==> src/shared/rspd_defines.vh <==
// timing constants and reset values of the rs232 powerdown control
`ifndef RSPD_DEFINES_VH
`define RSPD_DEFINES_VH

`define RSPD_CLK_MHZ 250
// inactivity time before automatic powerdown, in seconds
`define RSPD_IDLE_S 30
// invalid-level time before signal-absent goes low, in microseconds
`define RSPD_INVALID_US 30
// valid-level time before signal-absent releases, in microseconds
`define RSPD_VALID_US 1
// time allowed to resume transmission, in microseconds
`define RSPD_WAKE_US 100
// cycle counts derived from the rate
// idle count exceeds 32 bits, so the product is formed at 40 bits
`define RSPD_IDLE_CYC (`RSPD_IDLE_S * 40'h00000F4240 * `RSPD_CLK_MHZ)
`define RSPD_INVALID_CYC (`RSPD_INVALID_US * `RSPD_CLK_MHZ + 1)
`define RSPD_VALID_CYC (`RSPD_VALID_US * `RSPD_CLK_MHZ)
`define RSPD_WAKE_CYC (`RSPD_WAKE_US * `RSPD_CLK_MHZ)
// reset values
`define RSPD_RST_TIMED_OUT 1'b1
`define RSPD_RST_ABSENT_N 1'b0

`endif

==> src/core/rspd_edge_detect.v <==
// synchroniser and change detector for the line inputs
`timescale 1ns/1ns
module rspd_edge_detect #(
    parameter WIDTH = 8
) (
    input wire i_clk,
    input wire i_arst_n,
    input wire [WIDTH-1:0] i_lines,
    output wire o_activity
);
    reg [WIDTH-1:0] sync1;
    reg [WIDTH-1:0] sync2;
    reg [WIDTH-1:0] last;
    reg [2:0] fill;

    // two-stage sync then a compare against the previous sample
    always @(posedge i_clk or negedge i_arst_n) begin
        if (!i_arst_n) begin
            sync1 <= {WIDTH{1'b0}};
            sync2 <= {WIDTH{1'b0}};
            last <= {WIDTH{1'b0}};
            fill <= 3'h0;
        end else begin
            sync1 <= i_lines;
            sync2 <= sync1;
            last <= sync2;
            fill <= {fill[1:0], 1'b1};
        end
    end

    // silent until sync and compare stages hold real samples
    assign o_activity = fill[2] && (sync2 != last);
endmodule // rspd_edge_detect

==> src/core/rspd_valid_detect.v <==
// signal-absent detector over the receiver level-valid inputs
`timescale 1ns/1ns
`include "rspd_defines.vh"
module rspd_valid_detect #(
    parameter NRX = 5,
    parameter INVALID_CYC = `RSPD_INVALID_CYC,
    parameter VALID_CYC = `RSPD_VALID_CYC
) (
    input wire i_clk,
    input wire i_arst_n,
    input wire [NRX-1:0] i_level_valid,
    output reg o_signal_absent_n
);
    localparam CW = 16;
    reg [CW-1:0] count;
    wire any_valid;

    // floating inputs report not-valid, so they count as invalid
    assign any_valid = |i_level_valid;

    // count the present condition against the flag's opposite state
    always @(posedge i_clk or negedge i_arst_n) begin
        if (!i_arst_n) begin
            count <= {CW{1'b0}};
            o_signal_absent_n <= `RSPD_RST_ABSENT_N;
        end else if (o_signal_absent_n && !any_valid) begin
            // all invalid for more than the invalid time
            if (count >= INVALID_CYC[CW-1:0] - 16'h0001) begin
                o_signal_absent_n <= 1'b0;
                count <= {CW{1'b0}};
            end else begin
                count <= count + 16'h0001;
            end
        end else if (!o_signal_absent_n && any_valid) begin
            // valid level seen, release after the valid delay
            if (count >= VALID_CYC[CW-1:0] - 16'h0001) begin
                o_signal_absent_n <= 1'b1;
                count <= {CW{1'b0}};
            end else begin
                count <= count + 16'h0001;
            end
        end else begin
            count <= {CW{1'b0}};
        end
    end
endmodule // rspd_valid_detect

==> src/core/rspd_control.v <==
// power state control of a multi-channel rs232 transceiver
//
// How it works
// - force-sleep low forces powerdown, overriding hold-awake
// - hold-awake high disables automatic powerdown; manual still works
// - no line edge for idle time shuts pump and transmitters off
// - any line edge wakes the device from automatic powerdown
// - after any powerdown with hold-awake low the idle timer stays expired until woken
// - with hold-awake low, force-sleep rising alone does not wake
// - hold-awake falling edge restarts a full idle period
// - powerdown disables the pump and floats all transmitters
// - inverting receivers float in forced powerdown
// - transmission resumes within the wake time after leaving powerdown
// - signal-absent goes low after all receivers invalid over 30 us
// - signal-absent releases 1 us after any valid receiver level
// - signal-absent detector runs always and never alters power state
// - floating receiver inputs count as invalid levels
// - hybrid scheme stays down until valid levels and a line edge
// - ready drops on powerdown, rises once negative rail reaches -4 V
// - inverting receivers stay active during automatic powerdown
// - monitor receiver output stays active in every mode
`timescale 1ns/1ns
`include "rspd_defines.vh"
module rspd_control #(
    parameter NTX = 3,
    parameter NRX = 5,
    parameter [39:0] IDLE_CYC = `RSPD_IDLE_CYC,
    parameter INVALID_CYC = `RSPD_INVALID_CYC,
    parameter VALID_CYC = `RSPD_VALID_CYC,
    parameter WAKE_CYC = `RSPD_WAKE_CYC
) (
    input wire i_clk,
    input wire i_arst_n,
    input wire i_hold_awake_input,
    input wire i_force_sleep_input_n,
    input wire [NTX-1:0] i_tx_in,
    input wire [NRX-1:0] i_rx_in,
    input wire [NRX-1:0] i_rx_level_valid,
    input wire i_neg_rail_ok,
    output reg o_pump_en,
    output reg o_tx_oe,
    output reg o_rx_oe,
    output wire o_monitor_receiver_output_oe,
    output wire o_signal_absent_n,
    output reg o_ready,
    output reg o_wake_late
);
    ////////////////////////////////////////////////////////////////////
    // state and counters
    localparam ST_ON = 2'b00;
    localparam ST_AUTO_DOWN = 2'b01;
    localparam ST_FORCED_DOWN = 2'b10;
    localparam TW = 40;
    localparam WW = 20;

    reg [1:0] state;
    reg [1:0] next_state;
    reg [TW-1:0] idle_count;
    reg timed_out;
    reg hold_awake_d;
    reg [WW-1:0] wake_count;
    wire activity;
    wire hold_fall;
    wire down;

    ////////////////////////////////////////////////////////////////////
    // helpers
    rspd_edge_detect #(
        .WIDTH(NTX + NRX)
    ) u_edges (
        .i_clk(i_clk),
        .i_arst_n(i_arst_n),
        .i_lines({i_tx_in, i_rx_in}),
        .o_activity(activity)
    );

    // detector is free-running and only reported, not fed back
    rspd_valid_detect #(
        .NRX(NRX),
        .INVALID_CYC(INVALID_CYC),
        .VALID_CYC(VALID_CYC)
    ) u_valid (
        .i_clk(i_clk),
        .i_arst_n(i_arst_n),
        .i_level_valid(i_rx_level_valid),
        .o_signal_absent_n(o_signal_absent_n)
    );

    ////////////////////////////////////////////////////////////////////
    // inactivity timer
    assign hold_fall = hold_awake_d && !i_hold_awake_input;
    assign down = (state != ST_ON);

    // expired flag holds while down; edge or hold-awake clears it
    always @(posedge i_clk or negedge i_arst_n) begin
        if (!i_arst_n) begin
            idle_count <= {TW{1'b0}};
            timed_out <= `RSPD_RST_TIMED_OUT;
            hold_awake_d <= 1'b0;
        end else begin
            hold_awake_d <= i_hold_awake_input;
            if (activity || i_hold_awake_input || hold_fall) begin
                idle_count <= {TW{1'b0}};
                timed_out <= 1'b0;
            end else if (!i_force_sleep_input_n) begin
                timed_out <= 1'b1;
                idle_count <= {TW{1'b0}};
            end else if (!timed_out) begin
                if (idle_count >= IDLE_CYC[TW-1:0] - 40'h0000000001) begin
                    timed_out <= 1'b1;
                end else begin
                    idle_count <= idle_count + 40'h0000000001;
                end
            end
        end
    end

    ////////////////////////////////////////////////////////////////////
    // power state machine
    always @* begin
        next_state = state;
        case (state)
            ST_ON: begin
                if (!i_force_sleep_input_n) begin
                    next_state = ST_FORCED_DOWN;
                end else if (timed_out && !i_hold_awake_input) begin
                    next_state = ST_AUTO_DOWN;
                end
            end
            ST_AUTO_DOWN, ST_FORCED_DOWN: begin
                if (!i_force_sleep_input_n) begin
                    next_state = ST_FORCED_DOWN;
                end else if (!timed_out || i_hold_awake_input) begin
                    // force-sleep rising alone leaves timer expired
                    next_state = ST_ON;
                end
            end
            default: begin
                next_state = ST_FORCED_DOWN;
            end
        endcase
    end

    always @(posedge i_clk or negedge i_arst_n) begin
        if (!i_arst_n) begin
            state <= ST_FORCED_DOWN;
        end else begin
            state <= next_state;
        end
    end

    ////////////////////////////////////////////////////////////////////
    // output enables and ready
    assign o_monitor_receiver_output_oe = 1'b1;

    always @(posedge i_clk or negedge i_arst_n) begin
        if (!i_arst_n) begin
            o_pump_en <= 1'b0;
            o_tx_oe <= 1'b0;
            o_rx_oe <= 1'b0;
            o_ready <= 1'b0;
            wake_count <= {WW{1'b0}};
            o_wake_late <= 1'b0;
        end else begin
            o_pump_en <= (next_state == ST_ON);
            // transmitters enable only once the rail is up
            o_tx_oe <= (next_state == ST_ON) && i_neg_rail_ok;
            o_rx_oe <= (next_state != ST_FORCED_DOWN);
            o_ready <= (next_state == ST_ON) && i_neg_rail_ok;
            // watch the rail-up time against the wake limit
            if (down || o_ready) begin
                wake_count <= {WW{1'b0}};
                o_wake_late <= 1'b0;
            end else if (wake_count >= WAKE_CYC[WW-1:0]) begin
                o_wake_late <= 1'b1;
            end else begin
                wake_count <= wake_count + 20'h00001;
            end
        end
    end
endmodule // rspd_control

==> config.mk <==
export PLATFORM = sky130hd
export DESIGN_NAME = rspd_control
export DESIGN_NICKNAME = d
export VERILOG_FILES = /design/src/core/rspd_edge_detect.v /design/src/core/rspd_valid_detect.v /design/src/core/rspd_control.v
export VERILOG_INCLUDE_DIRS = /design/src /design/src/shared
export SDC_FILE = /design/constraint.sdc
export NUM_CORES = 1
export LEC_CHECK = 0
export ABC_CLOCK_PERIOD_IN_PS = 2500
export BUFFER_PORTS_ARGS = -buffer_cell sky130_fd_sc_hd__clkbuf_2
export CORE_UTILIZATION = 60
export DETAILED_ROUTE_END_ITERATION = 6
export GPL_TIMING_DRIVEN = 0
export PLACE_DENSITY = 0.78
export SLEW_MARGIN = 30
export SYNTH_ARGS = -nofsm -noshare
export SYNTH_HDL_FRONTEND = slang
export SYNTH_SLANG_ARGS = --single-unit
==> constraint.sdc <==
create_clock -name i_clk -period 2.5 [get_ports i_clk]
set_input_delay 0.5 -clock i_clk [delete_from_list [all_inputs] [get_ports i_clk]]
set_output_delay 0.5 -clock i_clk [all_outputs]
set_load 0.01 [all_outputs]
==> results of run 1 <==
## what timing repair did
item                                    4_1_cts  5_1_grt
hold endpoints to repair                      0        0
endpoints found under the setup margin        0       31
gates resized for setup                       0        7
## layout by cell type (no fill, tap or decap), drive strengths merged, types with 8 or more instances in the layout
cell	count
or4	29
and2	8
or3	15
nor2	42
ha	8
nor4	12
xnor2	15
nand4	24
o21ai	18
nand3	28
nand2	33
inv	19
o31ai	22
a21oi	43
clkbuf	47
dfrtp	110
buf	12
## power by group
part | switching [mW] | total, mW | internal [mW]
registers | 0.0496 | 1.94 | 1.89
logic | 0.230 | 0.361 | 0.131
clock network | 0.667 | 1.16 | 0.494
total | 0.947 | 3.46 | 2.52
## how the worst max path moves through the flow
stage | from | end | slack (ps) | depth (start not counted)
after floorplan | idle_count[13]$_DFFE_PN0P_ | idle_count[23]$_DFFE_PN0P_ | 480 | 6
after global placement | i_arst_n | idle_count[16]$_DFFE_PN0P_ | -530 | 1
after detailed placement | idle_count[24]$_DFFE_PN0P_ | idle_count[1]$_DFFE_PN0P_ | 120 | 7
after CTS | idle_count[24]$_DFFE_PN0P_ | idle_count[10]$_DFFE_PN0P_ | 70 | 7
after global routing | idle_count[24]$_DFFE_PN0P_ | idle_count[10]$_DFFE_PN0P_ | -8 | 7
final | idle_count[13]$_DFFE_PN0P_ | idle_count[10]$_DFFE_PN0P_ | 130 | 7
## registers in the layout (all words and copies together), names as in the netlist, 2 cells and up
| name | count |
|---|---|
| u_edges.sync2 | 8 |
| u_valid.count | 16 |
| idle_count | 40 |
| state | 2 |
| u_edges.sync1 | 8 |
| wake_count | 20 |
| u_edges.last | 8 |
| u_edges.fill | 3 |
## per-layer routing
metal	up-vias	share of wire	GRT usage
met5	-	0	0
met4	0	0.014	0.0684
met3	18	0.058	0.0470
met2	159	0.47	0.401
met1	2023	0.46	0.367
li1	2001	-	-
## kinds of logic (layout without fill, tap and decap cells)
| family | Yosys count | after routing | synth area share |
|---|---|---|---|
| flops | 112 | 112 | 0.535 |
| mux | 2 | 2 | 0.00382 |
| xor+xnor | 22 | 22 | 0.0368 |
| simple gates | 229 | 229 | 0.247 |
| buf+inv | 43 | 83 | 0.0348 |
| compound gates | 104 | 104 | 0.122 |
| other cells | 2 | 5 | 0.00143 |
| fa+ha+maj | 8 | 8 | 0.0191 |
## worst max-delay path, delay by kind of cell, from the launching register on
family          cells  cell delay [ps]
simple gates        2              650
buf+inv             2              460
compound gates      3              680
flops               1              440
## metrics by stage
stage	instance area (um^2)	power (mW)	util	setup WS (ps)	setup TNS, ps
final	5790	3.46	0.694	134	0
after global routing	5790	3.61	0.694	-7.64	-7.64
after CTS	5760	3.48	0.691	74.6	0
after detailed placement	5540	2.34	0.664	122	0
after global placement	5500	2.31	0.659	-535	-58200
after floorplan	5250	2.18	-	481	0
## layout make-up
| class | instances | area [um^2] |
|---|---|---|
| well taps | 105 | 131 |
| clock buffers | 9 | 124 |
| flip-flops and latches | 112 | 2810 |
| fillers | 639 | 2550 |
| inverters | 17 | 63.8 |
| multi-input cells | 370 | 2290 |
| repair buffers | 24 | 151 |
| plain buffers | 26 | 121 |
| clock inverters | 7 | 100 |
==> metrics.md, run 1 <==
| Metric | Value |
|---|---|
| Max Transition Viols Final | `0` |
| Antenna Nets Post-Route | `0` |
| CTS Buffer Depth | `2` |
| Total core area | `8340 um^2` |
| Arrival time worst endpoint | `2610 ps` |
| Post-DP HPWL | `7320 um` |
| Die width | `95.5 um` |
| Critical path type | `reg -> reg` |
| Final wirelength | `10700 um` |
| Fmax | `0.423 GHz` |
| Avg Cell Area, Syn | `10.0 um^2` |
| Final hold vios | `0` |
| Post-synthesis sequential area ratio | `0.535` |
| Hold_ws | `40.5 ps` |
| Status | `finished clean` |
| Yosys warns | `0` |
| Area share of the largest cell type after synthesis | `0.525` |
| Finished Layout Cells | `670` |
| CTS root buf | `clkbuf_8` |
| Worst Clk Skew | `11.2 ps` |
| Routed vias/inst | `6.27` |
| Tcrit/Tclk final | `0.947` |
| TritonCTS clock tree | `done` |
| Reg clk slew, reported paths | `110 ps` |
| Clk sink count | `112` |
| Gpl congestion | `0.853` |
| Layout net count | `586` |
| Yosys top cell by area | `dfrtp_1` |
| Initial core utilization | `0.629` |
| N_diodes | `0` |
| Die Y | `95.5 um` |
| Number of enable flip-flop cells after synthesis | `0` |
| Placed cells | `654` |
| Worst setup EP type | `flop` |
| Antenna violations before repair | `0` |
| Setup Buffers After CTS | `0` |
| R2r startpoint | `idle_count[13]$_DFFE_PN0P_` |
| Count leader, synth | `dfrtp_1` |
| First-pass GRT wire length | `18100 um` |
| CTS hold repair buffers | `0` |
| Rows | `33` |
| Yosys reg bits | `112` |
| Leak pwr | `2.29 nW` |
| Tmin final | `2370 ps` |
| Ys flop type | `dfrtp_1` |
| Via count | `4201` |
| TritonCTS buffer count | `9` |
| CP max-delay cell | `dfrtp_1` |
| Slew margin rel. | `0.582` |
| Crit-path max cell delay | `440 ps` |
| Max_cap viols | `0` |
| # IOs | `25` |
| DR WL/cell | `16.0 um` |
| Synth cell count leaders | `110 x dfrtp_1, 43 x a21oi_1, 42 x nor2_1` |
| Peak supply drop | `0.000348 V` |
| Crit-path max FO | `10` |
| Synth Cell Area | `5240 um^2` |
| Number of global-route vias before repair | `3915` |
| FF-to-FF setup slack | `130 ps` |
| I/O Buffers | `23` |
| Async set-reset flop share out of synthesis | `1.00` |
| Cells after synthesis | `522` |
| Die ar. | `9120 um^2` |
| Grt ovf | `0` |
| Cell Pwr Density | `598 nW/um^2` |
| Clock network latency to the later pin of the worst-skew pair | `380 ps` |
| DR pass1 iterations | `5` |
| All-Layer GR Usage | `0.255` |
| 1st-iter DRT viols | `301` |
| Share of post-route cells with drive strength above 1 | `0.112` |
| Reg2reg path depth | `7` |
| Yosys cell types | `48` |
| Area contributors post-synth | `dfrtp_1 53%, or4_1 4.2%, a21oi_1 4.1%` |
| Pin count of the biggest net entering global routing | `69` |
| CP cell instances | `and3_1 > or4_1 > o2111a_1 > buf_2 > clkbuf_2 > o31ai_1 > a21oi_1` |
| DRC errors left | `0` |
| Crit path launch type | `flop` |
| Hold Path Class | `in -> async` |
| Req. time, crit path | `2750 ps` |
| Final setup violation count | `0` |
| H-tree depth | `3` |
| Syn-to-layout area delta | `10.4%` |
| Worst slew pin tran | `623 ps` |
| FF-to-FF End | `idle_count[10]$_DFFE_PN0P_` |
Power figures use the tool's default switching activity.
==> run 2, diff against run 1 <==
Settings changed: REMOVE_ABC_BUFFERS from default to 1.
==> metrics.md, run 2 (synthesis gave the netlist of run 1 again) <==
| Metric | Value |
|---|---|
| N_diodes | `0 (unchanged)` |
| Final setup violation count | `0 (unchanged)` |
| Reg clk slew, reported paths | `130 ps (was 110 ps)` |
| Initial core utilization | `0.629 (unchanged)` |
| Clk sink count | `112 (unchanged)` |
| Placed cells | `630 (was 654)` |
| Worst Clk Skew | `14.1 ps (was 11.2 ps)` |
| Max Transition Viols Final | `0 (unchanged)` |
| Fin util | `0.688 (was 0.694)` |
| Slew margin rel. | `0.399 (was 0.582)` |
| Max_cap viols | `0 (unchanged)` |
| Crit-path max cell delay | `500 ps (was 440 ps)` |
| GRT met1 Usage | `0.309 (was 0.367)` |
| Antenna violations before repair | `0 (unchanged)` |
| H-tree depth | `3 (unchanged)` |
| Tcrit/Tclk final | `0.932 (was 0.947)` |
| Busiest layer in global routing | `met2 (unchanged)` |
| # IOs | `25 (unchanged)` |
| Antenna Nets Post-Route | `0 (unchanged)` |
| Pre-CTS setup slack | `-8.14 ps (was 122 ps)` |
| Final hold vios | `0 (unchanged)` |
| 1st-iter DRT viols | `257 (was 301)` |
| Worst setup EP type | `flop (unchanged)` |
| Grt ovf | `0 (unchanged)` |
| Arrival time worst endpoint | `2630 ps (was 2610 ps)` |
| Routed vias/inst | `6.19 (was 6.27)` |
| Critical path type | `reg -> reg (unchanged)` |
| Critical path's top delay family | `simple AND/OR/NAND/NOR gates (was compound AO/OA/AOI/OAI gates)` |
| Most frequent cells in the layout | `110 x dfrtp_1, 42 x a21oi_1, 42 x nor2_1, 33 x nand2_1, 29 x or4_1 (was 110 x dfrtp_1, 42 x a21oi_1, 41 x nor2_1, 33 x nand2_1, 29 x or4_1)` |
| # fillers | `610 (was 639)` |
| Die ar. | `9120 um^2 (unchanged)` |
| CTS root buf | `clkbuf_8 (unchanged)` |
| Reg2reg path depth | `6 (was 7)` |
| All-Layer GR Usage | `0.247 (was 0.255)` |
| Crit-path max FO | `37 (was 10)` |
| CP max-delay cell | `or4_1 (was dfrtp_1)` |
| TritonCTS clock tree | `done (unchanged)` |
| Syn-to-layout area delta | `9.52% (was 10.4%)` |
| Leak pwr | `2.24 nW (was 2.29 nW)` |
| Largest regs | `idle_count: 40 flops, wake_count: 20 flops, u_valid.count: 16 flops (unchanged)` |
| Finished Layout Cells | `647 (was 670)` |
| Share of post-route cells with drive strength above 1 | `0.0996 (was 0.112)` |
| Met2 usage | `0.427 (was 0.401)` |
| Most common cell after layout, fill and taps aside | `dfrtp_1 (unchanged)` |
| Post-DP HPWL | `6850 um (was 7320 um)` |
| DR WL/cell | `15.6 um (was 16.0 um)` |
| Worst slew pin tran | `902 ps (was 623 ps)` |
| Status | `finished clean (unchanged)` |
| Fmax | `0.429 GHz (was 0.423 GHz)` |
| I/O Buffers | `23 (unchanged)` |
| Crit path launch type | `flop (unchanged)` |
| Cell Pwr Density | `603 nW/um^2 (was 598 nW/um^2)` |
| Final instance area | `5740 um^2 (was 5790 um^2)` |
| Cell count along the critical path | `6 (was 7)` |
| Final wirelength | `10100 um (was 10700 um)` |
| Met3 usage in global routing | `0.0455 (was 0.0470)` |
| Layout net count | `563 (was 586)` |
| Total power | `3.46 mW (about the same)` |
| Hold Path Class | `in -> reg (was in -> async)` |
| Via count | `4003 (was 4201)` |
| Most flop-heavy register | `idle_count (unchanged)` |
| DR pass1 iterations | `4 (was 5)` |
| TritonCTS buffer count | `9 (unchanged)` |
| Req. time, crit path | `2800 ps (was 2750 ps)` |
| Die width | `95.5 um (unchanged)` |
| Buf/Inv on CP | `1 (was 2)` |
| PnR worst setup slack | `169 ps (was 134 ps)` |
| Area of placed instances | `5480 um^2 (was 5540 um^2)` |
| CTS Buffer Depth | `2 (unchanged)` |
| Hold path depth | `1` |
| RSZ-0062 raised after global routing | `no` |
| CP cell instances | `nor4_2 > nand3_1 > or2_4 > buf_16 > or4_1 > a21oi_1 (was and3_1 > or4_1 > o2111a_1 > buf_2 > clkbuf_2 > o31ai_1 > a21oi_1)` |
| Clock network latency to the later pin of the worst-skew pair | `390 ps (was 380 ps)` |
| Total core area | `8340 um^2 (unchanged)` |
| Rows | `33 (unchanged)` |
| Max FFs per register | `40 (unchanged)` |
| Number of global-route vias before repair | `3902 (was 3915)` |
| Peak supply drop | `0.000369 V (was 0.000348 V)` |
| First-pass GRT wire length | `17400 um (was 18100 um)` |
| Tmin final | `2330 ps (was 2370 ps)` |
| Gpl congestion | `0.820 (was 0.853)` |
| DRC errors left | `0 (unchanged)` |
| Pin count of the biggest net entering global routing | `85 (was 69)` |
| Die Y | `95.5 um (unchanged)` |
==> run 2: stage by stage <==
step                TNS (ps)  hold WS, ps
CTS                        0          187
global placement      -73080          331
detailed placement     -9.17          340
floorplan                  0          204
global route               0          177
finish                     0          204
==> run 2: worst paths after layout <==
kind                       slack (ps)                    endpoint                  startpoint
setup / recovery                  170  idle_count[25]$_DFFE_PN0P_  idle_count[36]$_DFFE_PN0P_
hold / removal                    200  u_edges.sync1[6]$_DFF_PN0_                  i_tx_in[1]
setup reg to reg                  170  idle_count[25]$_DFFE_PN0P_  idle_count[36]$_DFFE_PN0P_
hold reg to reg                   370  u_edges.sync2[6]$_DFF_PN0_  u_edges.sync1[6]$_DFF_PN0_
max in group asynchronous        1250         timed_out$_DFF_PN1_                    i_arst_n
min in group asynchronous         550   wake_count[7]$_DFFE_PN0P_                    i_arst_n
==> run 2: routing by layer <==
layer / share of wire / routed length (um)
met4: 0.013 / 129
met2: 0.51 / 5190
met3: 0.029 / 296
met1: 0.44 / 4500
met5: 0 / 0
==> run 2: area by class of cell <==
| class | count | area (um^2) | share of cell area |
|---|---|---|---|
| clock buffer | 9 | 124 | 0.0216 |
| clock inverter | 7 | 108 | 0.0187 |
| inverter | 17 | 63.8 | 0.0111 |
| multi-input combinational | 370 | 2290 | 0.399 |
| sequential | 112 | 2810 | 0.489 |
| tap | 105 | 131 | 0.0229 |
| timing repair buffer | 27 | 216 | 0.0377 |
==> run 2: timing repair <==
action,in CTS,in global routing
gates resized for setup,0,2
hold buffers,1,0
buffers inserted,0,0
hold endpoints to repair,28,0
endpoints found under the setup margin,0,15
==> run 2: power by group <==
| part | total [mW] | leakage [nW] | internal (mW) | switching [mW] |
|---|---|---|---|---|
| Sequential | 1.94 | 1.47 | 1.89 | 0.0472 |
| Clock | 1.18 | 0.115 | 0.438 | 0.741 |
| Combinational | 0.348 | 0.651 | 0.122 | 0.227 |
| Total | 3.46 | 2.24 | 2.45 | 1.01 |
==> run 2: worst reg2reg max path, delay by kind of cell (launching register included) <==
kind / cells / cell delay [ps]
DFF: 1 / 430
AOI/OAI and AO/OA: 1 / 180
buffers and inverters: 1 / 200
and+or+nand+nor: 4 / 1430
